`config.mk`:
```
export PLATFORM = sky130hd
export DESIGN_NAME = clock_switch_and_rc_trim
export DESIGN_NICKNAME = d
export VERILOG_FILES = /design/src/pkg/clk_switch_pkg.sv /design/src/unlock_detector.sv /design/src/clock_switch_and_rc_trim.sv
export SDC_FILE = /design/constraint.sdc
export NUM_CORES = 1
export LEC_CHECK = 0
export BUFFER_PORTS_ARGS = -buffer_cell sky130_fd_sc_hd__buf_2
export CORE_MARGIN = 2
export CORE_UTILIZATION = 50
export CTS_CLUSTER_DIAMETER = 40
export DETAILED_ROUTE_END_ITERATION = 16
export PLACE_DENSITY_LB_ADDON = 0.3
export SLEW_MARGIN = 40
export SYNTH_ARGS = -nofsm -noshare
export SYNTH_HDL_FRONTEND = slang
export SYNTH_HIERARCHICAL = 1
export SYNTH_SLANG_ARGS = --single-unit
```
`constraint.sdc`:
```
create_clock -name clk_sys_i -period 2.2 [get_ports clk_sys_i]
set_clock_uncertainty 0.1 [all_clocks]
set_input_delay 0.44 -clock clk_sys_i [delete_from_list [all_inputs] [get_ports clk_sys_i]]
set_output_delay 0.44 -clock clk_sys_i [all_outputs]
set_load 0.02 [all_outputs]
```
`src/pkg/clk_switch_pkg.sv`:
```
// Constants for the clock-switch sequencer and RC trim register.
// Assumes a 125 MHz system clock and a plain strobe register port.
package clk_switch_pkg;

    // ****************************************
    // Register map
    // ****************************************
    localparam int          ADDR_W        = 4;
    localparam int          DATA_W        = 16;
    localparam logic [3:0]  ADDR_CTRL_LO  = 4'h0;
    localparam logic [3:0]  ADDR_CTRL_HI  = 4'h1;
    localparam logic [3:0]  ADDR_TRIM     = 4'h2;

    // ****************************************
    // Unlock keys
    // ****************************************
    localparam logic [7:0]  KEY_HI_FIRST  = 8'h78;
    localparam logic [7:0]  KEY_HI_SECOND = 8'h9A;
    localparam logic [7:0]  KEY_LO_FIRST  = 8'h46;
    localparam logic [7:0]  KEY_LO_SECOND = 8'h57;

    // ****************************************
    // Control word field positions and trim field width
    // ****************************************
    localparam int          CUR_LSB       = 12;
    localparam int          NEW_LSB       = 8;
    localparam int          LOCK_BIT      = 5;
    localparam int          FAIL_BIT      = 3;
    localparam int          SEC_EN_BIT    = 1;
    localparam int          REQ_BIT       = 0;
    localparam int          TRIM_W        = 6;

    // ****************************************
    // Source codes
    // ****************************************
    localparam logic [2:0]  SRC_FRC       = 3'h0;
    localparam logic [2:0]  SRC_FRC_PLL   = 3'h1;
    localparam logic [2:0]  SRC_PRI       = 3'h2;
    localparam logic [2:0]  SRC_PRI_PLL   = 3'h3;
    localparam logic [2:0]  SRC_SEC       = 3'h4;
    localparam logic [2:0]  SRC_LOW_POWER_RC      = 3'h5;

    // Oscillator enable lanes
    localparam int          OSC_N         = 4;
    localparam int          OSC_PRI       = 0;
    localparam int          OSC_SEC       = 1;
    localparam int          OSC_FRC       = 2;
    localparam int          OSC_LOW_POWER_RC      = 3;

    // Primary submode codes
    localparam logic [1:0]  SUB_EXT_CLOCK = 2'h0;

    // New-clock cycles before the handover
    localparam int          NEW_CLOCK_WAIT = 10;

endpackage : clk_switch_pkg

```
`src/unlock_detector.sv`:
```
// Two-key unlock detector guarding one byte of the control register.
// Assumes one access strobe per cycle from the register port.
`timescale 1ns/1ps
`default_nettype none

module unlock_detector #(
    parameter logic [7:0] KEY_FIRST  = 8'h00,
    parameter logic [7:0] KEY_SECOND = 8'h00
) (
    input  wire logic       clk_sys_i,
    input  wire logic       nrst_i,
    input  wire logic       access_i,
    input  wire logic       write_i,
    input  wire logic [7:0] data_i,
    output logic            open_o
);

    typedef enum logic [1:0] {
        UL_IDLE = 2'b00,
        UL_SEEN = 2'b01,
        UL_OPEN = 2'b10
    } unlock_state_t;

    unlock_state_t state;
    unlock_state_t next_state;

    always_comb
    begin
        next_state = state;
        case (state)
            UL_IDLE:
            begin
                if (write_i && data_i == KEY_FIRST)
                    next_state = UL_SEEN;
            end
            UL_SEEN:
            begin
                if (write_i && data_i == KEY_SECOND)
                    next_state = UL_OPEN;
                else if (write_i && data_i == KEY_FIRST)
                    next_state = UL_SEEN;
                else if (access_i)
                    next_state = UL_IDLE;
            end
            UL_OPEN:
            begin
                // One access only, then the byte locks again
                if (access_i)
                    next_state = UL_IDLE;
            end
            default:
                next_state = UL_IDLE;
        endcase
    end

    always_ff @(posedge clk_sys_i)
    begin
        if (!nrst_i)
            state <= UL_IDLE;
        else
            state <= next_state;
    end

    assign open_o = (state == UL_OPEN);

    key_order_a: assert property (@(posedge clk_sys_i) disable iff (!nrst_i)
        (open_o && !$past(open_o)) |->
            ($past(write_i && data_i == KEY_SECOND)
             && $past(state, 1) == UL_SEEN))
        else $error("unlock opened without the key pair");

endmodule : unlock_detector

`default_nettype wire

```
`src/clock_switch_and_rc_trim.sv`:
```
// Oscillator control: RC trim register and clock-switch sequencer.
// Assumes oscillators, start-up timer and PLL sit outside; their status
// inputs and the new-clock tick are synchronous to clk_sys_i.
//
// The implementer's own choices: strobed register access and the address map.
`timescale 1ns/1ps
`default_nettype none

// Function
// - Trim code is six low bits, signed, zero is factory centre.
// - Trim register bits fifteen to six read zero.
// - Trim steps are not linear or monotonic; code is passed as is.
// - Software may switch among six sources, each switch unlock-guarded.
// - Primary submode comes from configuration only, never from a write.
// - Switching and fail monitor only work when the enable config is zero.
// - With switching off, new source is ignored; current shows reset config.
// - With switching off, the switch request ignores writes and reads zero.
// - High byte write accepted only right after keys 78h then 9Ah.
// - Low byte write accepted only right after keys 46h then 57h.
// - Equal current and new source clears the request and abandons.
// - A valid switch start clears the lock and clock-fail bits.
// - Start the new source; wait start-up timer or PLL lock.
// - Count ten new-clock cycles before moving the system clock.
// - On completion clear request and copy new into current source.
// - Old source stops, unless low-power RC in use or secondary enabled.
// - Processor never stalls during the switching sequence.
// - No direct switch between the two PLL modes.
// - Lock bit is one when locked, zero when unlocked or disabled.
// - Lock bit clears on a valid switch and in non-PLL modes.
module clock_switch_and_rc_trim #(
    parameter int SWITCH_WAIT = clk_switch_pkg::NEW_CLOCK_WAIT
) (
    input  wire logic                              clk_sys_i,
    input  wire logic                              nrst_i,
    input  wire logic [clk_switch_pkg::ADDR_W-1:0] reg_addr_i,
    input  wire logic [clk_switch_pkg::DATA_W-1:0] reg_wdata_i,
    input  wire logic                              reg_write_i,
    input  wire logic                              reg_read_i,
    output logic      [clk_switch_pkg::DATA_W-1:0] reg_rdata_o,
    input  wire logic                              switch_enable_config_i,
    input  wire logic [2:0]                        reset_source_config_i,
    input  wire logic [1:0]                        primary_submode_config_i,
    input  wire logic                              low_power_rc_in_use_i,
    input  wire logic                              startup_timer_done_i,
    input  wire logic                              pll_lock_i,
    input  wire logic                              new_clock_tick_i,
    input  wire logic                              clock_fail_event_i,
    output logic      [2:0]                        clock_select_o,
    output logic      [clk_switch_pkg::OSC_N-1:0]  osc_enable_o,
    output logic                                   pll_enable_o,
    output logic      [1:0]                        primary_submode_o,
    output logic      [clk_switch_pkg::TRIM_W-1:0] trim_code_o,
    output logic                                   switch_busy_o
);

    // ****************************************
    // Declarations
    // ****************************************
    typedef enum logic [2:0] {
        SW_IDLE  = 3'b000,
        SW_CHECK = 3'b001,
        SW_START = 3'b010,
        SW_COUNT = 3'b011,
        SW_SWAP  = 3'b100
    } switch_state_t;

    switch_state_t               state;
    logic [2:0]                  current_source;
    logic [2:0]                  new_source_select;
    logic [2:0]                  target;
    logic                        switch_request;
    logic                        secondary_osc_enable;
    logic                        clock_fail_flag;
    logic                        pll_lock_status;
    logic [clk_switch_pkg::TRIM_W-1:0] trim_code;
    logic [3:0]                  tick_count;
    logic                        switching_on;
    logic                        hi_open;
    logic                        lo_open;
    logic                        any_access;
    logic                        hi_write;
    logic                        lo_write;
    logic                        hi_accept;
    logic                        lo_accept;
    logic                        abandon;
    logic                        source_ready;
    logic [2:0]                  active_source;
    logic [clk_switch_pkg::DATA_W-1:0] control_word;
    logic [clk_switch_pkg::OSC_N-1:0]  next_osc_enable;

    localparam logic [3:0] WAIT_LAST = 4'(SWITCH_WAIT - 1);

    function automatic logic uses_pll(input logic [2:0] src);
        uses_pll = (src == clk_switch_pkg::SRC_FRC_PLL)
                || (src == clk_switch_pkg::SRC_PRI_PLL);
    endfunction : uses_pll

    function automatic logic valid_code(input logic [2:0] src);
        valid_code = (src <= clk_switch_pkg::SRC_LOW_POWER_RC);
    endfunction : valid_code

    function automatic int osc_lane(input logic [2:0] src);
        case (src)
            clk_switch_pkg::SRC_PRI,
            clk_switch_pkg::SRC_PRI_PLL: osc_lane = clk_switch_pkg::OSC_PRI;
            clk_switch_pkg::SRC_SEC:     osc_lane = clk_switch_pkg::OSC_SEC;
            clk_switch_pkg::SRC_LOW_POWER_RC:    osc_lane = clk_switch_pkg::OSC_LOW_POWER_RC;
            default:                     osc_lane = clk_switch_pkg::OSC_FRC;
        endcase
    endfunction : osc_lane

    assign switching_on = !switch_enable_config_i;

    // ****************************************
    // Register port and unlock
    // ****************************************
    assign any_access = reg_write_i || reg_read_i;
    assign hi_write   = reg_write_i && reg_addr_i == clk_switch_pkg::ADDR_CTRL_HI;
    assign lo_write   = reg_write_i && reg_addr_i == clk_switch_pkg::ADDR_CTRL_LO;

    unlock_detector #(
        .KEY_FIRST  (clk_switch_pkg::KEY_HI_FIRST),
        .KEY_SECOND (clk_switch_pkg::KEY_HI_SECOND)
    ) hi_unlock (
        .clk_sys_i (clk_sys_i),
        .nrst_i    (nrst_i),
        .access_i  (any_access),
        .write_i   (hi_write),
        .data_i    (reg_wdata_i[7:0]),
        .open_o    (hi_open)
    );

    unlock_detector #(
        .KEY_FIRST  (clk_switch_pkg::KEY_LO_FIRST),
        .KEY_SECOND (clk_switch_pkg::KEY_LO_SECOND)
    ) lo_unlock (
        .clk_sys_i (clk_sys_i),
        .nrst_i    (nrst_i),
        .access_i  (any_access),
        .write_i   (lo_write),
        .data_i    (reg_wdata_i[7:0]),
        .open_o    (lo_open)
    );

    assign hi_accept = hi_write && hi_open;
    assign lo_accept = lo_write && lo_open;

    always_comb
    begin
        control_word = '0;
        control_word[clk_switch_pkg::CUR_LSB +: 3] = current_source;
        control_word[clk_switch_pkg::NEW_LSB +: 3] = new_source_select;
        control_word[clk_switch_pkg::LOCK_BIT]     = pll_lock_status;
        control_word[clk_switch_pkg::FAIL_BIT]     = clock_fail_flag;
        control_word[clk_switch_pkg::SEC_EN_BIT]   = secondary_osc_enable;
        control_word[clk_switch_pkg::REQ_BIT]      = switch_request;
    end

    always_ff @(posedge clk_sys_i)
    begin
        if (!nrst_i)
            reg_rdata_o <= '0;
        else if (reg_read_i)
        begin
            case (reg_addr_i)
                clk_switch_pkg::ADDR_CTRL_LO,
                clk_switch_pkg::ADDR_CTRL_HI: reg_rdata_o <= control_word;
                clk_switch_pkg::ADDR_TRIM:
                    reg_rdata_o <= {{(clk_switch_pkg::DATA_W
                                     - clk_switch_pkg::TRIM_W){1'b0}}, trim_code};
                default: reg_rdata_o <= '0;
            endcase
        end
        else
            reg_rdata_o <= '0;
    end

    always_ff @(posedge clk_sys_i)
    begin
        if (!nrst_i)
            trim_code <= '0;
        else if (reg_write_i && reg_addr_i == clk_switch_pkg::ADDR_TRIM)
            trim_code <= reg_wdata_i[clk_switch_pkg::TRIM_W-1:0];
    end

    assign trim_code_o = trim_code;

    always_ff @(posedge clk_sys_i)
    begin
        if (!nrst_i)
            new_source_select <= reset_source_config_i;
        else if (hi_accept)
            new_source_select <= reg_wdata_i[2:0];
    end

    always_ff @(posedge clk_sys_i)
    begin
        if (!nrst_i)
            secondary_osc_enable <= 1'b0;
        else if (lo_accept)
            secondary_osc_enable <= reg_wdata_i[clk_switch_pkg::SEC_EN_BIT];
    end

    // ****************************************
    // Switch sequencer
    // ****************************************
    // PLL pair refused
    assign abandon = (target == current_source) || !valid_code(target)
        || (uses_pll(target) && uses_pll(current_source));

    assign source_ready =
        (!(osc_lane(target) == clk_switch_pkg::OSC_PRI
           && primary_submode_config_i != clk_switch_pkg::SUB_EXT_CLOCK)
         || startup_timer_done_i)
        && (!uses_pll(target) || pll_lock_i);

    always_ff @(posedge clk_sys_i)
    begin
        if (!nrst_i)
            state <= SW_IDLE;
        else
        begin
            case (state)
                SW_IDLE:  if (switch_request) state <= SW_CHECK;
                SW_CHECK: state <= abandon ? SW_IDLE : SW_START;
                SW_START: if (source_ready) state <= SW_COUNT;
                SW_COUNT:
                begin
                    if (new_clock_tick_i && tick_count == WAIT_LAST)
                        state <= SW_SWAP;
                end
                SW_SWAP:  state <= SW_IDLE;
                default:  state <= SW_IDLE;
            endcase
        end
    end

    // Target latched so a late high-byte write cannot redirect a switch
    always_ff @(posedge clk_sys_i)
    begin
        if (!nrst_i)
            target <= reset_source_config_i;
        else if (state == SW_IDLE)
            target <= new_source_select;
    end

    always_ff @(posedge clk_sys_i)
    begin
        if (!nrst_i || state != SW_COUNT)
            tick_count <= '0;
        else if (new_clock_tick_i)
            tick_count <= tick_count + 4'h1;
    end

    always_ff @(posedge clk_sys_i)
    begin
        if (!nrst_i || !switching_on)
            switch_request <= 1'b0;
        else if (state == SW_CHECK && abandon)
            switch_request <= 1'b0;
        else if (state == SW_SWAP)
            switch_request <= 1'b0;
        else if (lo_accept && reg_wdata_i[clk_switch_pkg::REQ_BIT])
            switch_request <= 1'b1;
    end

    always_ff @(posedge clk_sys_i)
    begin
        if (!nrst_i)
            current_source <= reset_source_config_i;
        else if (state == SW_SWAP)
            current_source <= target;
    end

    always_ff @(posedge clk_sys_i)
    begin
        if (!nrst_i)
            primary_submode_o <= primary_submode_config_i;
    end

    always_ff @(posedge clk_sys_i)
    begin
        if (!nrst_i)
            clock_fail_flag <= 1'b0;
        else if (clock_fail_event_i && switching_on)
            clock_fail_flag <= 1'b1;
        else if (state == SW_CHECK && !abandon)
            clock_fail_flag <= 1'b0;
        else if (lo_accept && !reg_wdata_i[clk_switch_pkg::FAIL_BIT])
            clock_fail_flag <= 1'b0;
    end

    // ****************************************
    // Lock status and oscillator power
    // ****************************************
    assign active_source = (state == SW_IDLE) ? current_source : target;

    always_ff @(posedge clk_sys_i)
    begin
        if (!nrst_i)
            pll_lock_status <= 1'b0;
        else if (state == SW_CHECK && !abandon)
            pll_lock_status <= 1'b0;
        else if (!uses_pll(active_source))
            pll_lock_status <= 1'b0;
        else
            pll_lock_status <= pll_lock_i;
    end

    genvar g;
    generate
        for (g = 0; g < clk_switch_pkg::OSC_N; g++)
        begin : g_osc
            always_comb
            begin
                next_osc_enable[g] = (osc_lane(current_source) == g)
                    || (state != SW_IDLE && state != SW_CHECK
                        && osc_lane(target) == g);
                if (g == clk_switch_pkg::OSC_SEC && secondary_osc_enable)
                    next_osc_enable[g] = 1'b1;
                if (g == clk_switch_pkg::OSC_LOW_POWER_RC && low_power_rc_in_use_i)
                    next_osc_enable[g] = 1'b1;
            end

            always_ff @(posedge clk_sys_i)
            begin
                if (!nrst_i)
                    osc_enable_o[g] <= 1'b0;
                else
                    osc_enable_o[g] <= next_osc_enable[g];
            end
        end
    endgenerate

    always_ff @(posedge clk_sys_i)
    begin
        if (!nrst_i)
            pll_enable_o <= 1'b0;
        else
            pll_enable_o <= uses_pll(active_source);
    end

    assign clock_select_o = current_source;
    assign switch_busy_o  = (state != SW_IDLE);

    // ****************************************
    // Checks
    // ****************************************
    // redundant abandon
    redundant_drop_a: assert property (@(posedge clk_sys_i) disable iff (!nrst_i)
        (state == SW_CHECK && target == current_source)
            |=> (!switch_request && state == SW_IDLE))
        else $error("redundant switch not abandoned");

    start_clears_a: assert property (@(posedge clk_sys_i) disable iff (!nrst_i)
        (state == SW_CHECK && !abandon && !clock_fail_event_i)
            |=> (!clock_fail_flag && !pll_lock_status))
        else $error("valid switch did not clear lock and fail bits");

    tick_wait_a: assert property (@(posedge clk_sys_i) disable iff (!nrst_i)
        (state == SW_SWAP) |-> ($past(tick_count) == WAIT_LAST
                                && $past(new_clock_tick_i)))
        else $error("handover before ten new-clock cycles");

    handover_copy_a: assert property (@(posedge clk_sys_i) disable iff (!nrst_i)
        (state == SW_SWAP) |=> (current_source == $past(target)
                                && !switch_request))
        else $error("handover did not copy source or clear request");

    request_off_a: assert property (@(posedge clk_sys_i) disable iff (!nrst_i)
        $past(!switching_on) |-> !switch_request)
        else $error("switch request set while switching disabled");

    trim_upper_a: assert property (@(posedge clk_sys_i) disable iff (!nrst_i)
        ($past(reg_read_i) && $past(reg_addr_i) == clk_switch_pkg::ADDR_TRIM)
            |-> (reg_rdata_o[clk_switch_pkg::DATA_W-1:clk_switch_pkg::TRIM_W] == '0
                 && reg_rdata_o[clk_switch_pkg::TRIM_W-1:0] == trim_code))
        else $error("trim readback wrong");

    hi_locked_a: assert property (@(posedge clk_sys_i) disable iff (!nrst_i)
        (hi_write && !hi_open) |=> $stable(new_source_select))
        else $error("locked high byte write changed new source");

    pll_pair_a: assert property (@(posedge clk_sys_i) disable iff (!nrst_i)
        (state == SW_CHECK && uses_pll(target) && uses_pll(current_source))
            |=> (state == SW_IDLE) ##1 (current_source == $past(current_source, 2)))
        else $error("direct switch between PLL modes performed");

    lock_nonpll_a: assert property (@(posedge clk_sys_i) disable iff (!nrst_i)
        (state == SW_IDLE && !uses_pll(current_source))
            ##1 (state == SW_IDLE) |-> !pll_lock_status)
        else $error("lock bit set in a non-PLL mode");

endmodule : clock_switch_and_rc_trim

`default_nettype wire

```
==> results by group <==
Drt
  – DRC: 0
  – Drt total wl: approximately 4800 um
  – Vias: 1881
  – DRT antenna net count: 0
  – DRC violation total after the first TritonRoute iteration: 155
  – WL per Instance: about 14 um
  – Drt first pass iters: 4
  – Routed vias/inst: approximately 5.5

STA
  – Fin. max-slew vios: 0
  – Fmax achieved: between 500 and 600 MHz
  – Fin. Hold Viols: 0
  – Final setup TNS: 0 ps
  – RSZ-0062 raised after global routing: false
  – Setup Viol. Count Final: 0
  – Post-layout minimum cycle time: 1900 ps
  – Fin crit share: between 80% and 90%

Clock tree
  – Clk Latency, worst-skew pair: about 300 ps
  – Hold_buf cts: 0
  – Depth of the CTS H-tree: 2
  – CTS tree: done
  – Clock sink total: 49
  – CTS Buf Count: 5
  – Clock Root Buffer: clkbuf_8
  – Setup Buffers After CTS: 0
  – Post-CTS sizing: 0
  – Reg clk slew, reported paths: around 100 ps
  – Clock Path Buffers: 2

Job
  – MaxCap Viol Count: 0

Power and ir drop
  – PwrDens: approximately 660 nW/um^2
  – Worst VDD drop: roughly 0.00036 V
  – Static leakage power: around 1.2 nW

Cells and area
  – Leading cell type in the layout, fill and taps excluded: buf_2
  – Antenna cell count: 0
  – Final instance area: 2600 sq um
  – Share of layout cells above drive strength 1: between 20% and 30%
  – Fin nets: about 330
  – Commonest cells after routing, fill and taps aside: buf_2 (55), dfxtp_1 (38), nand2_1 (31)
  – Area delta synth->final: 18.8%
  – Fill cell count: between 300 and 400

Worst hold path
  – Worst hold path class: input pin to flip-flop
  – WHS Path Cells: 1

GRT
  – Global Route Usage Sum: about 20%
  – Vias in the first global route: between 1500 and 2000
  – First-pass GRT wire length: slightly below 8000 um
  – Initial antenna violation count: 0
  – GRT overflow: 0
  – Largest net degree at the start of global routing: 20

Worst setup path
  – Crit path cell chain: or3_1, buf_2
  – Type of destination of the critical path: output pin
  – CP max stage cell: or3_1
  – Reg2reg end: state[1]$_SDFFE_PN0P_
  – CP startpoint kind: flip-flop
  – CP Capture Point: switch_busy_o
  – Reg2reg start: target[0]$_DFFE_PP_
  – Top Family by Delay on Critical Path: simple AND/OR/NAND/NOR gates
  – Data arrival, critical path: between 1000 and 1500 ps
  – Reg2Reg Setup Slack: around 300 ps
  – Critical Path Source: state[0]$_SDFFE_PN0P_
  – Crit path max fanout: 10
  – Crit path depth: 2
  – Setup CP Type: flip-flop to output pin
  – Worst r2r path cells: 4
  – Max incr delay on CP: roughly 450 ps
  – Critical Path RT: 1660 ps
  – Crit path buf inv count: 1

Yosys
  – Flops & latches, synth: a little under 50
  – Syn Inst Count: 232
  – Number of enable flip-flop cells after synthesis: 11
  – Synth cell types: 58
  – Post-synth ARST share: 0%
  – Yosys synthesis warning count: 6
  – Avg Cell Area, Syn: 9.43 sq um
  – Sequential area share after synthesis: about half
  – Ys flop type: dfxtp_1
  – Synthesized cell area: 2190 sq um

Placed design
  – Number of port buffers: 55
  – Placed cell areas: between 2000 and 3000 sq um
  – Dpl hpwl: 3720 um
  – Gp weighted congestion: between 0.8 and 0.9

Floorplanning
  – Core Area: about 4300 sq um
  – # rows: 24
  – Die area: about 5000 sq um
  – Starting Density: around 51%
  – IO Pins: 68
  – Chip Width: between 70 and 80 um
  – Die Ht: roughly 70 um

Run status
  – Status: finished, final reports clean
[worst reg2reg max path, stage by stage (launching register included)]
cell	delay [ps]
edfxtp_1	510
nor4b_1	490
o21ai_0	250
and4b_1	260
a32o_1	190
[flip-flops by register name, indices dropped and copies added, names as in the netlist]
signal                cells
pll_enable_o              1
trim_code_o               6
clock_select_o            3
lo_unlock/state           2
secondary_osc_enable      1
osc_enable_o              4
primary_submode_o         2
pll_lock_status           1
tick_count                4
new_source_select         3
hi_unlock/state           2
reg_rdata_o              12
switch_request            1
clock_fail_flag           1
state                     3
target                    3
[synth_stat cells, types with 5 or more instances]
cell	n	share of area, %
nand2_1	31	5.3
nand3_1	12	2.7
nor3_1	6	1.4
a21oi_1	9	2.1
clkbuf_1	6	1.0
inv_1	10	1.7
nor2_1	22	3.8
edfxtp_1	11	15
o21ai_0	7	1.6
and2_1	5	1.4
dfxtp_1	38	35
[final cells by class]
type,count,area [sq um],share of cell area (%)
clock inverter,3,25.0,0.963
multi-input combinational,163,998,38.4
tap,52,65.1,2.50
sequential,49,1090,42.0
timing repair buffer,60,313,12.0
clock buffer,5,68.8,2.65
inverter,10,37.5,1.44
[worst min-delay path by stage]
stage	start	to
2_1_floorplan	new_source_select[1]$_DFFE_PP_	reg_rdata_o[9]$_SDFF_PN0_
3_3_place_gp	trim_code_o[3]$_SDFFE_PN0P_	trim_code_o[3]$_SDFFE_PN0P_
3_5_place_dp	trim_code_o[3]$_SDFFE_PN0P_	trim_code_o[3]$_SDFFE_PN0P_
4_1_cts	primary_submode_config_i[0]	primary_submode_o[0]$_DFFE_PN_
5_1_grt	primary_submode_config_i[0]	primary_submode_o[0]$_DFFE_PN_
6_report	primary_submode_config_i[0]	primary_submode_o[0]$_DFFE_PN_
[routing by layer]
| layer | share of wire [%] | global-route usage, % |
|---|---|---|
| met2 | 51 | 36.5 |
| met1 | 42 | 22.8 |
| met4 | 2.1 | 7.69 |
| met5 | 0 | 0 |
| met3 | 5.0 | 3.90 |
[through the flow]
| stage | hold slack (ps) | utilization (%) | std cells | power (mW) | setup WS (ps) |
|---|---|---|---|---|---|
| after detailed placement | 357 | 58.3 | 334 | 1.19 | 314 |
| after CTS | 224 | 60.5 | 342 | 1.73 | 309 |
| final | 227 | 60.5 | 342 | 1.73 | 301 |
| after floorplan | 348 | - | 235 | 1.11 | 438 |
| after global placement | 356 | 58.3 | 334 | 1.18 | 322 |
| after global routing | 220 | 60.5 | 342 | 1.78 | 208 |
[kinds of logic (layout without fill, tap and decap cells)]
family / count (synthesis) / count (layout) / share of synthesized area [%]
adders and majority gates: 4 / 4 / 2.29
muxes: 1 / 1 / 0.457
AOI/OAI and AO/OA: 42 / 42 / 14.0
and+or+nand+nor: 108 / 108 / 26.6
other: 1 / 4 / 0.171
DFF: 49 / 49 / 49.9
xor gates and xnor gates: 4 / 4 / 1.60
buffers and inverters: 23 / 78 / 5.03
[report_power, final]
part	internal [mW]	switching [mW]	total (mW)
registers	0.951	0.0237	0.974
clock network	0.232	0.328	0.560
logic	0.0730	0.121	0.194
(Power assumes the default switching activity.)
